File: config.mk
export PLATFORM = sky130hd
export DESIGN_NAME = ictl_top
export DESIGN_NICKNAME = d
export VERILOG_FILES = /design/src/hdl/ictl_pkg.sv /design/src/hdl/ictl_arb_if.sv /design/src/hdl/ictl_edge.sv /design/src/hdl/ictl_arb.sv /design/src/hdl/ictl_top.sv
export SDC_FILE = /design/constraint.sdc
export NUM_CORES = 1
export LEC_CHECK = 0
export BUFFER_PORTS_ARGS = -buffer_cell sky130_fd_sc_hd__buf_4
export CORE_MARGIN = 2
export CORE_UTILIZATION = 40
export CTS_CLUSTER_SIZE = 14
export DETAILED_ROUTE_END_ITERATION = 16
export GPL_TIMING_DRIVEN = 0
export PLACE_DENSITY_LB_ADDON = 0.25
export SLEW_MARGIN = 10
export SYNTH_ARGS = -nofsm -noshare
export SYNTH_HDL_FRONTEND = slang
export SYNTH_SLANG_ARGS = --single-unit
File: constraint.sdc
create_clock -name mclk -period 4.1 [get_ports mclk]
set_input_delay 0.205 -clock mclk [delete_from_list [all_inputs] [get_ports mclk]]
set_output_delay 0.205 -clock mclk [all_outputs]
set_load 0.005 [all_outputs]
File: src/hdl/ictl_pkg.sv
package ictl_pkg;

  // Source layout: external lines first, then peripheral requests.
  localparam int unsigned NUM_SRC   = 16;
  localparam int unsigned NUM_EXT   = 3;
  localparam int unsigned NUM_PER   = NUM_SRC - NUM_EXT;
  localparam int unsigned NUM_TRAP  = 4;
  localparam int unsigned NUM_PREG  = 4;
  localparam int unsigned IDX_W     = 4;
  localparam int unsigned PRIO_W    = 3;
  localparam int unsigned LVL_W     = 4;
  localparam int unsigned ADDR_W    = 8;
  localparam int unsigned REG_W     = 16;

  typedef logic [PRIO_W-1:0] ictl_prio_t;
  typedef logic [LVL_W-1:0]  ictl_lvl_t;

  // Byte addresses of the register words.
  localparam logic [ADDR_W-1:0] OFF_CTL_ONE   = 8'h00;
  localparam logic [ADDR_W-1:0] OFF_CTL_TWO   = 8'h04;
  localparam logic [ADDR_W-1:0] OFF_CTL_THREE = 8'h08;
  localparam logic [ADDR_W-1:0] OFF_CTL_FOUR  = 8'h0C;
  localparam logic [ADDR_W-1:0] OFF_VEC_STAT  = 8'h10;
  localparam logic [ADDR_W-1:0] OFF_CORE_STAT = 8'h14;
  localparam logic [ADDR_W-1:0] OFF_CORE_CTL  = 8'h18;
  localparam logic [ADDR_W-1:0] OFF_REQ_FLAG  = 8'h20;
  localparam logic [ADDR_W-1:0] OFF_ENABLE    = 8'h24;
  localparam logic [ADDR_W-1:0] OFF_PRIO0     = 8'h30;
  localparam logic [ADDR_W-1:0] OFF_STEP      = 8'h04;

  // Field positions.
  localparam int unsigned POS_NEST_DIS  = 15;
  localparam int unsigned POS_GLB_EN    = 15;
  localparam int unsigned POS_DMA_ERR   = 5;
  localparam int unsigned POS_LOOP_OVF  = 4;
  localparam int unsigned POS_HARD_TRAP = 0;
  localparam int unsigned POS_CORE_LVL  = 5;
  localparam int unsigned POS_CORE_MSB  = 3;
  localparam int unsigned POS_NEW_LVL   = 8;
  localparam int unsigned PRIO_STRIDE   = 4;
  localparam int unsigned SRC_PER_PREG  = 4;

  // Writable masks, values after reset, nesting ceiling and vector base.
  localparam logic [REG_W-1:0] MASK_PRIO    = 16'h7777;
  localparam logic [REG_W-1:0] MASK_THREE   = 16'h0030;
  localparam logic               RST_GLB_EN   = 1'b1;
  localparam logic [REG_W-1:0] RST_ZERO     = 16'h0000;
  localparam ictl_prio_t         RST_PRIO     = 3'h4;
  localparam ictl_prio_t         LVL_NEST_MAX = 3'h7;
  localparam logic [7:0]         VEC_BASE     = 8'h08;

endpackage

File: src/hdl/ictl_arb_if.sv
`timescale 1ns/1ns
`default_nettype none
interface ictl_arb_if;
  import ictl_pkg::*;
  logic [NUM_SRC-1:0]  active;
  ictl_prio_t          prio [NUM_SRC];
  ictl_lvl_t           core_lvl;
  logic                valid;
  logic [IDX_W-1:0]    index;
  ictl_prio_t          win_prio;

  modport ctrl (output active, prio, core_lvl,
                input  valid, index, win_prio);
  modport arb  (input  active, prio, core_lvl,
                output valid, index, win_prio);
endinterface
`default_nettype wire

File: src/hdl/ictl_edge.sv
`timescale 1ns/1ns
`default_nettype none
module ictl_edge (
  // Clock and reset
  input  wire logic mclk,
  input  wire logic rst_n,
  // Line and its sense
  input  wire logic pin,
  input  wire logic falling,
  // Request pulse
  output logic      pulse
);
  logic prev;

  always_ff @(posedge mclk or negedge rst_n) begin
    if (!rst_n) begin
      prev <= 1'b0;
    end else begin
      prev <= pin;
    end
  end

  assign pulse = falling ? (prev & ~pin) : (~prev & pin);
endmodule // ictl_edge
`default_nettype wire

File: src/hdl/ictl_arb.sv
`timescale 1ns/1ns
`default_nettype none
module ictl_arb (
  ictl_arb_if.arb arb
);
  import ictl_pkg::*;

  // Scanning downward with >= lets the lowest vector win a tie.
  always_comb begin
    arb.valid    = 1'b0;
    arb.index    = '0;
    arb.win_prio = '0;
    for (int i = NUM_SRC - 1; i >= 0; i--) begin
      if (arb.active[i] && ({1'b0, arb.prio[i]} > arb.core_lvl) &&
          (!arb.valid || arb.prio[i] >= arb.win_prio)) begin
        arb.valid    = 1'b1;
        arb.index    = IDX_W'(i);
        arb.win_prio = arb.prio[i];
      end
    end
  end
endmodule // ictl_arb
`default_nettype wire

File: src/hdl/ictl_top.sv
// Behaviour
// - Each source has a request flag set by hardware, cleared by software.
// - A source whose enable bit is clear is never forwarded to the core.
// - Every source carries a three-bit priority field, levels 0 to 7.
// - Pending winner's vector and priority latch into vector status fields.
// - Source order follows vectors; external zero is vector 8, bit 0.
// - Control one holds nesting disable plus four trap status flags.
// - Control two holds global enable and external line behaviour.
// - Core status bits 7:5 show and set low core priority bits.
// - Core priority top bit is read-only in core control register.
// - Control three bit 5 reads 1 after a DMA address error trap.
// - Control three bits 15:6 and 3:0 always read zero.
// - Control four bit 0 flags a software hard trap, clears at reset.
`timescale 1ns/1ns
`default_nettype none
module ictl_top (
  // Clock and reset
  input  wire logic                            mclk,
  input  wire logic                            reset_n,
  // Avalon-MM slave
  input  wire logic [ictl_pkg::ADDR_W-1:0]     address,
  input  wire logic                            read,
  input  wire logic                            write,
  input  wire logic [31:0]                     writedata,
  input  wire logic [3:0]                      byteenable,
  output logic [31:0]                          readdata,
  output logic                                 waitrequest,
  // Interrupt sources
  input  wire logic [ictl_pkg::NUM_EXT-1:0]    ext_irq,
  input  wire logic [ictl_pkg::NUM_PER-1:0]    periph_req,
  input  wire logic [ictl_pkg::NUM_TRAP-1:0]   trap_evt,
  input  wire logic                            dma_addr_err,
  input  wire logic                            loop_stack_ovf,
  input  wire logic                            soft_hard_trap,
  // Processor core
  input  wire logic                            irq_ack,
  input  wire logic                            trap_level_msb,
  output logic                                 irq_req,
  output logic [7:0]                           irq_vector,
  output logic [ictl_pkg::LVL_W-1:0]           irq_level
);
  import ictl_pkg::*;

  logic                   rst_meta;
  logic                   rst_n;
  logic                   ack;
  logic [REG_W-1:0]       req_flags;
  logic [REG_W-1:0]       enables;
  logic [REG_W-1:0]       prio_reg [NUM_PREG];
  logic                   nesting_disable;
  logic [NUM_TRAP-1:0]    trap_flags;
  logic                   global_irq_enable;
  logic [NUM_EXT-1:0]     ext_falling;
  logic                   dma_addr_error_flag;
  logic                   loop_stack_overflow_flag;
  logic                   soft_hard_trap_flag;
  logic [7:0]             vector_number_field;
  ictl_lvl_t              new_priority_field;
  ictl_prio_t             core_priority_level;
  logic                   core_priority_msb;

  ictl_arb_if arb_bus ();

  // Reset is released through two flops so its removal is clean.
  always_ff @(posedge mclk or negedge reset_n) begin
    if (!reset_n) begin
      rst_meta <= 1'b0;
      rst_n    <= 1'b0;
    end else begin
      rst_meta <= 1'b1;
      rst_n    <= rst_meta;
    end
  end

  // Bus handshake: every access waits exactly one cycle.
  wire                req_any = read | write;
  wire                wr_en   = write & ack;
  wire                rd_load = read & ~ack;
  wire [REG_W-1:0]    be_mask = {{8{byteenable[1]}}, {8{byteenable[0]}}};
  wire [REG_W-1:0]    wd      = writedata[REG_W-1:0];

  assign waitrequest = req_any & ~ack;

  always_ff @(posedge mclk or negedge rst_n) begin
    if (!rst_n) begin
      ack <= 1'b0;
    end else begin
      ack <= req_any & ~ack;
    end
  end

  // Address decode.
  wire sel_one   = (address == OFF_CTL_ONE);
  wire sel_two   = (address == OFF_CTL_TWO);
  wire sel_three = (address == OFF_CTL_THREE);
  wire sel_four  = (address == OFF_CTL_FOUR);
  wire sel_cstat = (address == OFF_CORE_STAT);
  wire sel_flags = (address == OFF_REQ_FLAG);
  wire sel_enab  = (address == OFF_ENABLE);

  wire [REG_W-1:0] m_flags = (req_flags & ~be_mask) | (wd & be_mask);
  wire [REG_W-1:0] m_enab  = (enables & ~be_mask) | (wd & be_mask);

  // Set events: external edges fill the low positions, peripherals above.
  logic [NUM_EXT-1:0] ext_pulse;
  wire  [NUM_PREG-1:0] prio_sel;
  wire  [REG_W-1:0]    prio_merged [NUM_PREG];
  wire  [NUM_SRC-1:0] set_vec = {periph_req, ext_pulse};

  genvar g;
  generate
    for (g = 0; g < NUM_EXT; g++) begin : g_ext
      ictl_edge u_edge (
        .mclk    (mclk),
        .rst_n   (rst_n),
        .pin     (ext_irq[g]),
        .falling (ext_falling[g]),
        .pulse   (ext_pulse[g])
      );
    end
    for (g = 0; g < NUM_SRC; g++) begin : g_prio
      assign arb_bus.prio[g] =
        prio_reg[g / SRC_PER_PREG][(g % SRC_PER_PREG) * PRIO_STRIDE +: PRIO_W];
    end
    for (g = 0; g < NUM_PREG; g++) begin : g_preg
      assign prio_sel[g] = (address == OFF_PRIO0 + ADDR_W'(g) * OFF_STEP);
      assign prio_merged[g] = (prio_reg[g] & ~be_mask) | (wd & be_mask);
    end
  endgenerate

  // One process owns the whole priority array, so each word has one driver.
  always_ff @(posedge mclk or negedge rst_n) begin
    if (!rst_n) begin
      for (int i = 0; i < NUM_PREG; i++) begin
        prio_reg[i] <= {4{1'b0, RST_PRIO}};
      end
    end else begin
      for (int i = 0; i < NUM_PREG; i++) begin
        if (wr_en && prio_sel[i]) begin
          prio_reg[i] <= prio_merged[i] & MASK_PRIO;
        end
      end
    end
  end

  // A hardware set in the same cycle as a software clear wins.
  always_ff @(posedge mclk or negedge rst_n) begin
    if (!rst_n) begin
      req_flags <= RST_ZERO;
      enables   <= RST_ZERO;
    end else begin
      req_flags <= ((wr_en && sel_flags) ? m_flags : req_flags)
                   | set_vec;
      if (wr_en && sel_enab) begin
        enables <= m_enab;
      end
    end
  end

  // Control one: nesting disable and trap status flags.
  always_ff @(posedge mclk or negedge rst_n) begin
    if (!rst_n) begin
      nesting_disable <= 1'b0;
      trap_flags      <= '0;
    end else begin
      if (wr_en && sel_one && byteenable[1]) begin
        nesting_disable <= wd[POS_NEST_DIS];
      end
      trap_flags <= ((wr_en && sel_one && byteenable[0])
                     ? wd[NUM_TRAP-1:0] : trap_flags) | trap_evt;
    end
  end

  // Control two: global enable and edge sense of the external lines.
  always_ff @(posedge mclk or negedge rst_n) begin
    if (!rst_n) begin
      global_irq_enable <= RST_GLB_EN;
      ext_falling       <= '0;
    end else if (wr_en && sel_two) begin
      if (byteenable[1]) begin
        global_irq_enable <= wd[POS_GLB_EN];
      end
      if (byteenable[0]) begin
        ext_falling <= wd[NUM_EXT-1:0];
      end
    end
  end

  // Soft trap status, writable so software can clear it.
  wire wr3 = wr_en && sel_three && byteenable[0];
  wire wr4 = wr_en && sel_four && byteenable[0];

  always_ff @(posedge mclk or negedge rst_n) begin
    if (!rst_n) begin
      dma_addr_error_flag      <= 1'b0;
      loop_stack_overflow_flag <= 1'b0;
      soft_hard_trap_flag      <= 1'b0;
    end else begin
      dma_addr_error_flag <= (wr3 ? wd[POS_DMA_ERR] : dma_addr_error_flag)
                             | dma_addr_err;
      loop_stack_overflow_flag <=
        (wr3 ? wd[POS_LOOP_OVF] : loop_stack_overflow_flag)
        | loop_stack_ovf;
      soft_hard_trap_flag <= (wr4 ? wd[POS_HARD_TRAP] : soft_hard_trap_flag)
                             | soft_hard_trap;
    end
  end

  // Core priority: an acknowledge overrides a software write.
  always_ff @(posedge mclk or negedge rst_n) begin
    if (!rst_n) begin
      core_priority_level <= '0;
      core_priority_msb   <= 1'b0;
    end else begin
      core_priority_msb <= trap_level_msb;
      if (irq_ack) begin
        core_priority_level <= nesting_disable ? LVL_NEST_MAX
                                               : new_priority_field[2:0];
      end else if (wr_en && sel_cstat && byteenable[0]) begin
        core_priority_level <= wd[POS_CORE_LVL +: PRIO_W];
      end
    end
  end

  // Arbitration inputs.
  assign arb_bus.active   = req_flags & enables
                            & {NUM_SRC{global_irq_enable}};
  assign arb_bus.core_lvl = {core_priority_msb, core_priority_level};

  ictl_arb u_arb (
    .arb (arb_bus.arb)
  );

  // Winner capture, held while nothing is pending.
  always_ff @(posedge mclk or negedge rst_n) begin
    if (!rst_n) begin
      vector_number_field <= '0;
      new_priority_field  <= '0;
      irq_req             <= 1'b0;
    end else begin
      irq_req <= arb_bus.valid;
      if (arb_bus.valid) begin
        vector_number_field <= VEC_BASE + 8'(arb_bus.index);
        new_priority_field  <= {1'b0, arb_bus.win_prio};
      end
    end
  end

  assign irq_vector = vector_number_field;
  assign irq_level  = new_priority_field;

  // Read mux; unmapped words read zero.
  logic [REG_W-1:0] rd_mux;
  always_comb begin
    case (address)
      OFF_CTL_ONE:   rd_mux = {nesting_disable, 11'h000, trap_flags};
      OFF_CTL_TWO:   rd_mux = {global_irq_enable, 12'h000, ext_falling};
      OFF_CTL_THREE: rd_mux = {10'h000, dma_addr_error_flag,
                               loop_stack_overflow_flag, 4'h0};
      OFF_CTL_FOUR:  rd_mux = {15'h0000, soft_hard_trap_flag};
      OFF_VEC_STAT:  rd_mux = {4'h0, new_priority_field, vector_number_field};
      OFF_CORE_STAT: rd_mux = {8'h00, core_priority_level, 5'h00};
      OFF_CORE_CTL:  rd_mux = {12'h000, core_priority_msb, 3'h0};
      OFF_REQ_FLAG:  rd_mux = req_flags;
      OFF_ENABLE:    rd_mux = enables;
      OFF_PRIO0:     rd_mux = prio_reg[0];
      8'h34:         rd_mux = prio_reg[1];
      8'h38:         rd_mux = prio_reg[2];
      8'h3C:         rd_mux = prio_reg[3];
      default:       rd_mux = RST_ZERO;
    endcase
  end

  always_ff @(posedge mclk or negedge rst_n) begin
    if (!rst_n) begin
      readdata <= 32'h0000_0000;
    end else if (rd_load) begin
      readdata <= {16'h0000, rd_mux};
    end
  end
endmodule // ictl_top
`default_nettype wire

; Yosys cells after proc, flatten, opt, wreduce, memory -nomap -nowiden
; Index checks and enable logic that the tools add are counted.
[word_totals]
reg_bits = 130
in_bits = 73
word_cells = 248
[classes]
addsub = 1
n_lt_le_gt_ge = 31
n_eq_ne = 12
mux = 60
bitwise = 38
n_reduce_logical = 81
[op_table]
columns = cell, n
row1 = $pmux 16 s13, 1
row2 = $and 16x16->16, 5
row3 = $mux 4, 17
row4 = $gt 3x4->1, 16
row5 = $and 15x15->15, 4
row6 = $or 15x15->15, 4
row7 = $mux 3, 19
row8 = $eq 8x6->1 const B, 6
row9 = $or 16x16->16, 3
row10 = $logic_and 1x1->1, 47
row11 = $ge 3x3->1, 15
row12 = $eq 8x5->1 const B, 3
row13 = $mux 1, 22
row14 = $eq 8x4->1 const B, 2
row15 = $mux 16, 1
row16 = $not 16->16, 1
row17 = $logic_not 1->1, 15
row18 = $logic_or 1x1->1, 15
row19 = $and 1x1->1, 9
row20 = $eq 8x3->1 const B, 1
row21 = $logic_not 8->1, 1
row22 = $not 1->1, 7
row23 = $add 4x4->5 const A, 1
row24 = $or 1x1->1, 4
row25 = 3 further kinds, 4

; Longest topological paths before layout
[depth]
ltp_word = 65
mapped_depth = 118

; Cells and area by module
; Synthesis repeated with hierarchy kept, for this count alone.
[unflattened]
cells_unflattened = 986
hier_area_um2 = 9733.1
[modules_own_cells]
columns = module, instances, cells_each, area_per_inst_um2
row1 = ictl_top, 1, 513, 6069.6
row2 = ictl_arb, 1, 461, 3520.9
row3 = ictl_edge, 3, 4, 47.5

; Least setup slack after synthesis
; No wires, ideal clock.
[synth_timing]
path_kind = flip-flop to flip-flop
from = register core_priority_level[2]
to = register vector_number_field[3] (netlist: irq_vector[3])
setup_ns = 0.132
arrival_time_ns = 20.779
setup_slack_ns = -16.811
stages_incl_launch_ff = 111
n_path_buf = 3
synth_period_minus_slack_ns = 20.911
path_cell_list = dfrtp_1 inv_1 ha_1 a311oi_4 nand3_1 ha_1 o21ai_0 a21oi_1 a21oi_1 a22o_1 ha_1 nand2b_1 a21o_1 a21oi_1 a21oi_2 a221oi_1 nor2_1 ha_1 [75 not listed] nor2_1 a21oi_1 ha_1 nand2b_1 a21oi_1 nor2b_1 o31a_1 or3_1 o211ai_1 ha_1 nand2b_1 a21oi_1 nor2b_1 o31ai_2 nor2b_1 nand3_1 nor4_1 nor2_1
[synth_between]
elab_chain_len = 64
word_cells_on_any_way = 140
[synth_rtl]
columns = item, line_no
row1 = start: declaration, ictl_top.sv:59  ; ictl_prio_t core_priority_level;
row2 = start signal: assignment, ictl_top.sv:217  ; core_priority_level <= nesting_disable ? LVL_NEST_MAX
row3 = start signal: assignment, ictl_top.sv:220  ; core_priority_level <= wd[POS_CORE_LVL +: PRIO_W];
row4 = $gt 3x4->1, ictl_arb.sv:14  ; if (arb.active[i] && ({1'b0, arb.prio[i]} > arb.core_lvl) &&
row5 = $logic_and 1x1->1, ictl_arb.sv:14
row6 = $mux 3 / $mux 1 (equally long branches), ictl_arb.sv:14
row7 = $ge 3x3->1 / $logic_not 1->1 (equally long branches), ictl_arb.sv:15  ; (!arb.valid || arb.prio[i] >= arb.win_prio)) begin
row8 = $logic_or 1x1->1, ictl_arb.sv:15
row9 = $logic_and 1x1->1, ictl_arb.sv:14
row10 = $mux 3 / $mux 1 (equally long branches), ictl_arb.sv:14
row11 = $ge 3x3->1 / $logic_not 1->1 (equally long branches), ictl_arb.sv:15
row12 = [48 not listed], -
row13 = $logic_or 1x1->1, ictl_arb.sv:15
row14 = $logic_and 1x1->1, ictl_arb.sv:14
row15 = $mux 3 / $mux 1 (equally long branches), ictl_arb.sv:14
row16 = $ge 3x3->1 / $logic_not 1->1 (equally long branches), ictl_arb.sv:15
row17 = $logic_or 1x1->1, ictl_arb.sv:15
row18 = $logic_and 1x1->1, ictl_arb.sv:14
row19 = $mux 4, ictl_arb.sv:14
row20 = $add 4x4->5, ictl_top.sv:243  ; vector_number_field <= VEC_BASE + 8'(arb_bus.index);
row21 = end signal: assignment, ictl_top.sv:243
row22 = end: declaration, ictl_top.sv:57  ; logic [7:0] vector_number_field;
; Several ways; a longest one is shown, not always the timed one.
; A chain may end at the register's enable or synchronous reset.

; Worst setup path after layout
; Same ends and word-level chain as after synthesis.

==> metrics.csv <==
metric;value;unit
Worst R2R End;irq_vector[3]$_DFFE_PN0P_;
post-route non-filler standard cell count;1448;
Simple-Gate Fraction of Synth Area;14.8;%
IO Port Bufs;80;
busiest grt layer;met2;
Post-synth EDFFs;0;
FFs w/ async S/R, synth;100;%
die area;0.0236;mm²
max_cap viols;0;
power per cell area;257;mW/mm²
GR Overflow Total;0;
register area share after synthesis;35.7;%
unrepaired setup endpoints after global routing;yes;
Final Hold Viols;0;
Worst Slack Setup Final;-16000;ps
Die Ht;154;µm
r2r setup slk;-16000;ps
CTS tree;built;
final net count;1315;
post-synthesis mux area share;10.1;%
crit-path max FO;6;
commonest non-fill, non-tap cell in the layout;buf_4;
hpwl dp;21900;µm
largest net degree at the start of global routing;50;
GRT met3 Usage;5.05;%
via/cell ratio;5.90;
crit-path max cell delay;410;ps
fmax;0.0498;GHz
CP Capture Type;register;
flip-flop and latch count after synthesis;127;
total CTS buffers;17;
io pins;119;
Clk pin slew, worst setup/hold paths;60;ps
Worst IR Drop VDD;0.377;mV
DR vias;8540;
routing usage on met1;33.7;%
Initial DRT Pass Iterations;6;
WP data required;4390;ps
met2 Resource Use GR;43.3;%
R2R Path Start;core_priority_level[2]$_DFFE_PN0P_;
initial antenna violation count;0;
DIE WIDTH;154;µm
all-layer global routing usage;25.8;%
Row Count;54;
clock skew;9.65;ps
Hold Path Origin;writedata[11];
worst-margin pin slew;842;ps
Max Root-Sink Buffers;2;
Synth Flop Type;dfrtp_1;
Adder-Cell Fraction of Synth Area;12.1;%
Worst slew margin;43.3;%
GPL Wtd Cong;0.890;
layout overhead on the synthesized area;38.4;%
Pins Over Slew Limit;0;
largest family of logic cells by synthesized area;compound AO/OA/AOI/OAI gates;
post-route minimum period;20100;ps
wire per inst;21.2;µm
Min-Delay Endpoint;req_flags[11]$_DFF_PN0_;
Yosys warning count;0;
placed insts;1301;
Hold WC Path Type;in2reg;
commonest cells after routing, fill and taps aside;buf_4 (183), dfrtp_1 (107), nand2_1 (93), ha_1 (78), mux2_2 (70);
share of cells above drive strength 1;38.3;%
XOR/XNOR share of the synthesized area;0;%
H-tree Lvls;4;
Post-Syn Instances;920;
drt total wl;30800;µm
Worst Setup Start Kind;register;
Placement Setup Slack;-18370;ps
initial core utilization;41.0;%
r2r worst-path depth;109;
first-pass GRT wire length;47500;µm
vias in the first global route;8482;
Worst Hold Depth;3;
Leak;0.00574;µW
post-synthesis compound-gate area fraction;22.9;%
antenna viol nets, final;0;
fin util;56.7;%
CTS root buf;clkbuf_16;
fin crit share;490;%
arrival time at the worst endpoint;20390;ps
post-synthesis cell area;0.00897;mm²
status;finished, violations left;
# setup viols final;8;
clock sinks;127;
Worst-Skew Late Latency;420;ps
critical setup path kind;reg2reg;
ANT cells;0;
Slowest cell on crit path;dfrtp_1;
Syn Area/Cell;9.75;µm²
DRT iter0 DRCs;765;
power consumption;3190;µW
# DRC;0;
Netlist cell types;74;
CORE AREA;0.0219;mm²
violated checks;negative setup slack;
## power breakdown
part	leakage, µW	total (µW)	switching (µW)	internal (µW)
clock	0.000291	1550	561	989
sequential	0.00157	1310	32.8	1270
combinational	0.00388	329	178	151
total	0.00574	3190	772	2410
## cell usage after synthesis, types with 9 or more instances
cell	number	area share, %
nand2_1	101	4.2
a21o_1	23	1.9
a222oi_1	9	1.0
nand3_1	26	1.5
and3_1	17	1.2
a22oi_1	27	2.3
mux2_2	70	8.8
o21ai_0	37	2.1
ha_1	87	12
clkbuf_1	17	0.71
a221oi_1	13	1.3
nand2b_1	20	1.4
inv_1	41	1.7
buf_4	21	1.8
dfstp_2	17	5.0
nand3b_1	13	1.1
nor2b_1	17	1.2
o21a_1	11	0.92
a211o_1	15	1.5
mux2i_1	9	1.0
a21oi_1	44	2.5
nor2_1	48	2.0
dfrtp_1	110	31
a31oi_1	9	0.63
## critical path: cells and delay by family (launching register included)
| kind | cells | cell delay, ps |
|---|---|---|
| adders and majority gates | 16 | 4220 |
| buffers and inverters | 11 | 1430 |
| DFF | 1 | 410 |
| and+or+nand+nor | 32 | 4470 |
| AOI/OAI and AO/OA | 47 | 8590 |
| muxes | 3 | 820 |
## area by class of cell
cell class              instances  area [µm²]
fillers                      1903        9470
repair buffers                198        1620
clock buffers                  23         468
multi-input cells             731        6240
clock inverters                 9         134
inverters                      41         161
flip-flops and latches        127        3210
plain buffers                  39         234
well taps                     280         350
## per-layer routing
| layer | share of wire, % | routed length, µm |
|---|---|---|
| met3 | 6.5 | 1990 |
| met1 | 42 | 12900 |
| met5 | 0 | 0 |
| met2 | 49 | 15000 |
| met4 | 2.8 | 868 |
## cell families after synthesis
| kind of cell | after synthesis |
|---|---|
| other | 2 |
| and+or+nand+nor | 273 |
| adders and majority gates | 87 |
| buffers and inverters | 81 |
| DFF | 127 |
| muxes | 81 |
| AOI/OAI and AO/OA | 269 |
## how the worst max path moves through the flow
stage / from / end / slack (ps)
after floorplan: core_priority_level[1]$_DFFE_PN0P_ / irq_vector[3]$_DFFE_PN0P_ / -15740
after global placement: core_priority_level[0]$_DFFE_PN0P_ / irq_vector[3]$_DFFE_PN0P_ / -18120
after detailed placement: core_priority_level[0]$_DFFE_PN0P_ / irq_vector[3]$_DFFE_PN0P_ / -18370
after CTS: core_priority_level[1]$_DFFE_PN0P_ / irq_vector[3]$_DFFE_PN0P_ / -15940
after global routing: core_priority_level[2]$_DFFE_PN0P_ / irq_vector[3]$_DFFE_PN0P_ / -16900
final: core_priority_level[2]$_DFFE_PN0P_ / irq_vector[3]$_DFFE_PN0P_ / -16000
## through the flow
| step | hold WS, ps | cell area (µm²) | setup TNS, ps |
|---|---|---|---|
| after floorplan | -90.6 | 9300 | -125200 |
| after global placement | -11.0 | 10200 | -273090 |
| after detailed placement | -10.4 | 10300 | -146020 |
| after CTS | 2.58 | 12100 | -126380 |
| after global routing | 25.1 | 12400 | -134430 |
| final | 11.1 | 12400 | -126990 |
## what timing repair did
item                       in CTS  in global routing
pin swaps                      69                 65
setup buffers                  78                 14
gates cloned                    0                  0
hold buffers                   25                  0
hold endpoints to repair       27                  0
setup endpoints to repair       9                  9
gates resized for setup        63                 52
Note: power is estimated with default switching activity, not from simulation.
